===== src/core/acrf_pkg.sv =====
// Behaviour
// - Codes 000..011 divide by 1, 2, 4, 8.
// - Prescale top bit set divides by sixteen.
// - Source bit 1 bus clock, 0 crystal.
// - Reset selects the crystal reference clock.
// - Justify codes: truncate, right, left, signed.
// - Reset loads right-justified placement code 01.
// - Results laid out per current justify field.
`default_nettype none

package acrf_pkg;

	// Clock rate of pclk in hertz, and the target converter rate.
	localparam int unsigned ACRF_PCLK_HZ = 20000000;
	localparam int unsigned ACRF_TARGET_HZ = 1000000;

	// Bus widths of the register slave.
	localparam int ACRF_AW = 12;
	localparam int ACRF_DW = 32;

	// Printed register offset is an index; the byte address is four times it.
	localparam logic [ACRF_AW-1:0] ACRF_CTRL_INDEX = 12'h03F;
	localparam logic [ACRF_AW-1:0] ACRF_CTRL_ADDR = 12'h0FC;
	// Result register placed just above the control register.
	localparam logic [ACRF_AW-1:0] ACRF_RESULT_INDEX = 12'h040;
	localparam logic [ACRF_AW-1:0] ACRF_RESULT_ADDR = 12'h100;

	// Control register field positions.
	localparam int ACRF_PRESCALE_LSB = 5;
	localparam int ACRF_SOURCE_BIT = 4;
	localparam int ACRF_JUSTIFY_LSB = 2;

	// Control register reset value: crystal source, divide by 1, right.
	localparam logic [7:0] ACRF_CTRL_RESET = 8'h04;
	// Bits of the control byte that software can write.
	localparam logic [7:0] ACRF_CTRL_WMASK = 8'hFC;

	// Prescale codes.
	localparam logic [2:0] ACRF_DIV1 = 3'h0;
	localparam logic [2:0] ACRF_DIV2 = 3'h1;
	localparam logic [2:0] ACRF_DIV4 = 3'h2;
	localparam logic [2:0] ACRF_DIV8 = 3'h3;

	// Terminal counts for each divide ratio (ratio minus one).
	localparam logic [3:0] ACRF_LIM1 = 4'h0;
	localparam logic [3:0] ACRF_LIM2 = 4'h1;
	localparam logic [3:0] ACRF_LIM4 = 4'h3;
	localparam logic [3:0] ACRF_LIM8 = 4'h7;
	localparam logic [3:0] ACRF_LIM16 = 4'hF;

	// Source select values.
	localparam logic ACRF_SRC_CRYSTAL = 1'b0;
	localparam logic ACRF_SRC_BUS = 1'b1;

	// Result placement modes.
	typedef enum logic [1:0] {
		ACRF_TRUNC8 = 2'h0,
		ACRF_RIGHT = 2'h1,
		ACRF_LEFT = 2'h2,
		ACRF_LEFT_SIGNED = 2'h3
	} acrf_justify_t;

	// Width of a raw conversion and position of its sign bit.
	localparam int ACRF_RAW_W = 10;
	localparam int ACRF_RAW_MSB = 9;

	// Decoded contents of the control register.
	typedef struct packed {
		logic [2:0] converter_prescale_select;
		logic converter_source_select;
		acrf_justify_t justify;
	} acrf_ctrl_t;

	// Placed result as the two result bytes.
	typedef struct packed {
		logic [7:0] high;
		logic [7:0] low;
	} acrf_result_t;

endpackage

`default_nettype wire


===== src/core/acrf_top.sv =====
`default_nettype none

// Converter clock control and result placement, reached over APB.
module acrf_top
	import acrf_pkg::*;
(
	input wire logic pclk,
	input wire logic presetn,
	input wire logic psel,
	input wire logic penable,
	input wire logic pwrite,
	input wire logic [ACRF_AW-1:0] paddr,
	input wire logic [ACRF_DW-1:0] pwdata,
	output logic [ACRF_DW-1:0] prdata,
	output logic pready,
	output logic pslverr,
	input wire logic crystal_reference_clock,
	input wire logic raw_valid,
	input wire logic [ACRF_RAW_W-1:0] raw_result,
	output logic converter_clock_enable,
	output acrf_ctrl_t ctrl,
	output acrf_result_t result,
	output logic result_ready
);

	// Previous sample of the crystal input, for rising edge detection.
	logic crystal_prev;
	// One pulse per chosen source clock period.
	logic source_tick;
	// Access phase that completes at this edge.
	logic access_done;
	// Address decode hits.
	logic hit_ctrl;
	logic hit_result;
	// Read data and error for the pending answer.
	logic [ACRF_DW-1:0] next_prdata;
	logic next_pslverr;

	// The access completes on the edge that sees pready high.
	assign access_done = psel && penable && pready;

	// Address decode of the two words.
	always_comb begin
		hit_ctrl = 1'b0;
		hit_result = 1'b0;
		if (paddr == ACRF_CTRL_ADDR) begin
			hit_ctrl = 1'b1;
		end else if (paddr == ACRF_RESULT_ADDR) begin
			hit_result = 1'b1;
		end
	end

	// Read data chosen from the decode; unmapped reads give zero.
	always_comb begin
		next_prdata = '0;
		next_pslverr = 1'b0;
		if (hit_ctrl) begin
			// Fields sit in bits 7..2; bits 1..0 keep their zero default.
			next_prdata[7:ACRF_JUSTIFY_LSB] = ctrl;
		end else if (hit_result) begin
			next_prdata[15:0] = result;
		end else begin
			next_prdata = '0;
			next_pslverr = 1'b1;
		end
	end

	// APB answer: one wait state, then pready for a single cycle.
	// The wait state lets the read data come from a flop.
	always_ff @(posedge pclk or negedge presetn) begin
		if (!presetn) begin
			pready <= 1'b0;
			prdata <= '0;
			pslverr <= 1'b0;
		end else if (psel && penable && !pready) begin
			pready <= 1'b1;
			prdata <= pwrite ? '0 : next_prdata;
			pslverr <= next_pslverr;
		end else begin
			pready <= 1'b0;
			prdata <= '0;
			pslverr <= 1'b0;
		end
	end

	// Control register, written at the completing edge only.
	// crystal source at reset, right-justified at reset.
	always_ff @(posedge pclk or negedge presetn) begin
		if (!presetn) begin
			ctrl <= acrf_ctrl_t'(ACRF_CTRL_RESET[7:ACRF_JUSTIFY_LSB]);
		end else if (access_done && pwrite && hit_ctrl) begin
			ctrl <= acrf_ctrl_t'(pwdata[7:ACRF_JUSTIFY_LSB]
				& ACRF_CTRL_WMASK[7:ACRF_JUSTIFY_LSB]);
		end
	end

	// Crystal input is taken as synchronous; keep last level.
	always_ff @(posedge pclk or negedge presetn) begin
		if (!presetn) begin
			crystal_prev <= 1'b0;
		end else begin
			crystal_prev <= crystal_reference_clock;
		end
	end

	// pick bus clock or crystal edges as the input.
	// The crystal must run well below pclk for every edge to be seen.
	always_comb begin
		if (ctrl.converter_source_select == ACRF_SRC_BUS) begin
			source_tick = 1'b1;
		end else begin
			source_tick = crystal_reference_clock && !crystal_prev;
		end
	end

	// Divider turning source ticks into the converter enable.
	acrf_prescaler acrf_prescaler_i (
		.pclk(pclk),
		.presetn(presetn),
		.source_tick(source_tick),
		.ctrl(ctrl),
		.converter_clock_enable(converter_clock_enable)
	);

	// results placed by the current justify field.
	acrf_formatter acrf_formatter_i (
		.pclk(pclk),
		.presetn(presetn),
		.raw_valid(raw_valid),
		.raw_result(raw_result),
		.justify(ctrl.justify),
		.result(result),
		.result_ready(result_ready)
	);

endmodule // acrf_top

`default_nettype wire


===== src/core/acrf_prescaler.sv =====
`default_nettype none

// Counts source ticks and gives one enable pulse per divided period.
module acrf_prescaler
	import acrf_pkg::*;
(
	input wire logic pclk,
	input wire logic presetn,
	input wire logic source_tick,
	input wire acrf_ctrl_t ctrl,
	output logic converter_clock_enable
);

	// Tick counter within one divided period.
	logic [3:0] count;
	// Settings seen last cycle, to spot a change.
	logic [3:0] last_setting;
	// Terminal count for the current ratio.
	logic [3:0] limit;
	// High for one cycle when the ratio or source moves.
	logic restart;

	// divide ratio decode, top bit forces sixteen.
	always_comb begin
		if (ctrl.converter_prescale_select[2]) begin
			limit = ACRF_LIM16;
		end else if (ctrl.converter_prescale_select == ACRF_DIV1) begin
			limit = ACRF_LIM1;
		end else if (ctrl.converter_prescale_select == ACRF_DIV2) begin
			limit = ACRF_LIM2;
		end else if (ctrl.converter_prescale_select == ACRF_DIV4) begin
			limit = ACRF_LIM4;
		end else begin
			limit = ACRF_LIM8;
		end
	end

	assign restart = last_setting !=
		{ctrl.converter_prescale_select, ctrl.converter_source_select};

	// Remember the settings so that a change is seen.
	always_ff @(posedge pclk or negedge presetn) begin
		if (!presetn) begin
			last_setting <= 4'h0;
		end else begin
			last_setting <= {ctrl.converter_prescale_select,
				ctrl.converter_source_select};
		end
	end

	// restart count on change, pulse at the limit.
	// A restart drops the pending pulse so no short period leaks out.
	always_ff @(posedge pclk or negedge presetn) begin
		if (!presetn) begin
			count <= 4'h0;
			converter_clock_enable <= 1'b0;
		end else if (restart) begin
			count <= 4'h0;
			converter_clock_enable <= 1'b0;
		end else if (source_tick) begin
			converter_clock_enable <= (count == limit);
			count <= (count == limit) ? 4'h0 : count + 4'h1;
		end else begin
			converter_clock_enable <= 1'b0;
		end
	end

endmodule // acrf_prescaler

`default_nettype wire


===== src/core/acrf_formatter.sv =====
`default_nettype none

// Places a raw conversion into the two result bytes.
module acrf_formatter
	import acrf_pkg::*;
(
	input wire logic pclk,
	input wire logic presetn,
	input wire logic raw_valid,
	input wire logic [ACRF_RAW_W-1:0] raw_result,
	input wire acrf_justify_t justify,
	output acrf_result_t result,
	output logic result_ready
);

	// Combinational placement of the incoming sample.
	acrf_result_t next_result;

	always_comb begin
		next_result = '0;
		case (justify)
			ACRF_TRUNC8: begin
				// Only the eight most significant bits are kept.
				next_result.low = raw_result[ACRF_RAW_MSB -: 8];
			end
			ACRF_RIGHT: begin
				next_result.high = {6'h00, raw_result[ACRF_RAW_MSB -: 2]};
				next_result.low = raw_result[7:0];
			end
			ACRF_LEFT: begin
				next_result.high = raw_result[ACRF_RAW_MSB -: 8];
				next_result.low = {raw_result[1:0], 6'h00};
			end
			default: begin
				// Signed: offset binary turned to two's complement.
				next_result.high = {~raw_result[ACRF_RAW_MSB],
					raw_result[ACRF_RAW_MSB-1 -: 7]};
				next_result.low = {raw_result[1:0], 6'h00};
			end
		endcase
	end

	// capture using the mode in force at the sample.
	always_ff @(posedge pclk or negedge presetn) begin
		if (!presetn) begin
			result <= '0;
			result_ready <= 1'b0;
		end else begin
			result_ready <= raw_valid;
			if (raw_valid) begin
				result <= next_result;
			end
		end
	end

endmodule // acrf_formatter

`default_nettype wire


===== config.mk =====
export PLATFORM = sky130hd
export DESIGN_NAME = acrf_top
export DESIGN_NICKNAME = d
export VERILOG_FILES = /design/src/core/acrf_pkg.sv /design/src/core/acrf_top.sv /design/src/core/acrf_prescaler.sv /design/src/core/acrf_formatter.sv
export SDC_FILE = /design/constraint.sdc
export NUM_CORES = 1
export LEC_CHECK = 0
export BUFFER_PORTS_ARGS = -buffer_cell sky130_fd_sc_hd__buf_2
export CAP_MARGIN = 20
export CORE_MARGIN = 2
export CORE_UTILIZATION = 41
export CTS_CLUSTER_DIAMETER = 80
export DETAILED_ROUTE_END_ITERATION = 8
export GPL_ROUTABILITY_DRIVEN = 0
export PLACE_DENSITY = 0.74
export REMOVE_ABC_BUFFERS = 1
export SLEW_MARGIN = 20
export SYNTH_ARGS = -nofsm -noshare
export SYNTH_HDL_FRONTEND = slang
export SYNTH_SLANG_ARGS = --single-unit

===== constraint.sdc =====
create_clock -name pclk -period 1.4 [get_ports pclk]
set_input_delay 0.14 -clock pclk [delete_from_list [all_inputs] [get_ports pclk]]
set_output_delay 0.14 -clock pclk [all_outputs]
set_load 0.01 [all_outputs]

==> results.md <==
* Status: complete, but fails checks
* Failing checks: negative setup slack
* First-pass GRT wire length at 8350 µm
* Starting Density at 0.427
* Clk sinks at 51
* CP Max Fanout at 6
* Final Setup Violations at 25
* Num ports at around 120
* Slew Limit Fails at 0
* Post-Syn Instances at 213
* Crit path largest cell delay at 0.55 ns
* Met3 usage at 0.0396
* Power after layout at 3.00 mW
* Fraction of layout cells with a size suffix above 1 at 0.429
* Vias in the first global route at 1,752
* Initial drt markers at 110
* Synth cell types at 42
* CORE AREA at 0.00554 mm²
* F_max at 644 MHz
* CP most frequent cell: buf_6
* H-tree Lvls at 2
* First-pass iteration count of the detailed router at 4
* Data required, critical path at roughly 1.6 ns
* Die X-Extent at around 80 µm
* N_diodes at 0
* Total track usage at 0.173
* Syn Std Cell Area at 0.00237 mm²
* R2R Setup Slk at -0.06 ns
* Port Buffers at 76
* Vias at 1,833
* Final worst setup slack at -0.153 ns
* Clock Tree Buf Depth at 2
* Mean Syn Cell Area at 11.1 µm²
* Power density cells at 965 mW/mm²
* Area contributors post-synth: dfrtp_1, buf_4, mux2i_1, mux2_4, and2_1
* Post-layout util at 0.560
* DRC at 0
* GRT met1 Usage at 0.221
* Hpwl dp at 3920 µm
* Final Skew at 0.0127 ns
* Fin crit share at 1.11
* Slowest CP cell: or4_4
* Initial antenna violation count at 0
* Async S/R FF share, synth at 1.00
* VDD IR max at 0.428 mV
* Synth top area share at 0.529
* Number of flops mapped to enable cells by yosys at 0
* CTS tree: yes
* Die area at 0.00639 mm²
* Num CTS Buffers at 5
* CP arrival at approximately 1.8 ns
* Clk_lat worst skew at 0.32 ns
* RSZ-0062 raised after global routing: true
* Routed len/inst at 13.7 µm
* M2 GR Usage at 0.288
* Endpoints failing hold at 0
* Nets at roughly 370
* Critical path cell sequence: buf_6, or4_4, nor4_4, and4_1, buf_6, mux2_4
* Register bit count reported by yosys at around 50
* Clock Pin Slew Worst Setup and Hold Paths at 0.09 ns
* Seq/Total Area, Yosys at 0.540
* Synth Warn # at 0
* Final WL at 5240 µm
* Most instantiated cells after synthesis: dfrtp_1, buf_4, inv_1
* Post-route minimum period at 1.55 ns
* Yosys top cell by area: dfrtp_1
* Largest net degree at the start of global routing at 37
* Antenna Violating Nets Remaining at 0
* Hold_ws at 0.0650 ns
* GRT overflow at 0
* Mean number of vias per cell at 4.80
* Pleak at 1.58 nW
* Area Growth Syn to Fin at 31.2%
* Post-synth top flop: dfrtp_1
* Cell Rows at 27
* Startpoint Class: input pin
* WS Path Type: input pin to flop
* Root Buffer: clkbuf_8
* Die H at 80.0 µm
* Critical Path End Type: flop
* Count leader, synth: dfrtp_1
* Max_cap viols at 0
* Hold WC Path Type: input pin to flop
* Most used routing layer: met2
-- sequential cells by signal (all words and copies together) (netlist names) --
name                                     count
acrf_prescaler_i.converter_clock_enable      1
pslverr                                      1
acrf_formatter_i.result                     16
prdata                                      16
pready                                       1
crystal_prev                                 1
acrf_prescaler_i.last_setting                4
acrf_prescaler_i.count                       4
acrf_formatter_i.result_ready                1
ctrl                                         6
-- final cells by class --
cell class,count,area (µm²)
repair buffers,101,616
clock inverters,2,16.3
fillers,482,2440
flip-flops and latches,51,1280
clock buffers,6,72.6
well taps,72,90.1
inverters,14,52.6
multi-input cells,136,977
-- logic make-up (layout without fill, tap and decap cells) --
| family | count (synthesis) | after routing | synth area share |
|---|---|---|---|
| flip-flops | 51 | 51 | 0.540 |
| AND/OR/NAND/NOR | 59 | 59 | 0.152 |
| XOR/XNOR | 8 | 8 | 0.0296 |
| AO/OA/AOI/OAI | 35 | 35 | 0.0925 |
| other | 1 | 16 | 0.00158 |
| multiplexers | 17 | 17 | 0.0857 |
| buffers and inverters | 41 | 123 | 0.0936 |
| adder cells (fa/ha/maj) | 1 | 1 | 0.00529 |
-- report_power, final --
group	leakage (nW)	internal (mW)	switching, mW
clock network	0.0418	0.360	0.502
logic	0.862	0.254	0.276
registers	0.678	1.54	0.0676
-- metal layers --
| metal | share of wire | vias to the layer above | routed length [µm] |
|---|---|---|---|
| li1 | - | 889 | - |
| met5 | 0 | - | 0 |
| met1 | 0.42 | 889 | 2190 |
| met4 | 0.011 | 0 | 57 |
| met3 | 0.052 | 4 | 275 |
| met2 | 0.52 | 51 | 2720 |
-- worst max-delay path: cells and delay by family --
family | cells | cell delay [ns]
buffers and inverters | 2 | 0.23
multiplexers | 1 | 0.29
AND/OR/NAND/NOR | 3 | 1.08
-- stage by stage --
stage	area (µm²)	setup TNS, ns	instances	setup slack, ns
2_1_floorplan	2250	-6.60	201	-0.583
3_3_place_gp	2910	-7.72	371	-0.499
3_5_place_dp	2910	-8.44	371	-0.503
4_1_cts	3030	-1.19	381	-0.153
5_1_grt	3100	-4.22	382	-0.203
6_report	3100	-2.26	382	-0.153
-- path summary, 6_finish.rpt --
kind,startpoint,endpoint,cells after the start
worst max-delay path,paddr[0],ctrl[5],6
worst min-delay path,pwdata[5],ctrl[3],2
worst max register to register,ctrl[3],acrf_prescaler_i.count[0],4
worst min register to register,acrf_formatter_i.result[11],prdata[11],1
max in group asynchronous,presetn,ctrl[0],3
min in group asynchronous,presetn,prdata[11],2
-- timing repair --
item                                    CTS  global route
hold buffers                              2             0
endpoints found under the hold margin    16             0
buffers inserted                          0             1
gates resized for setup                   3            13
pin swaps                                 3             5
endpoints found under the setup margin   20            28
-- layout by cell type (no fill, tap or decap), types with 5 or more instances in the layout --
cell      synthesis  layout
o22ai_1           7       7
o21ai_0           8       8
and2_1           10      10
clkbuf_8          0       5
mux2_4            6       6
buf_2             0      75
nor2_1           13      13
inv_1            14      14
a21oi_1           7       6
mux2i_1           9       9
dfrtp_1          50      48
nand3_1           7       7
buf_4            16      18
nand2_1           6       6
conb_1            1      16
xnor2_1           6       5
(Power assumes the default switching activity.)
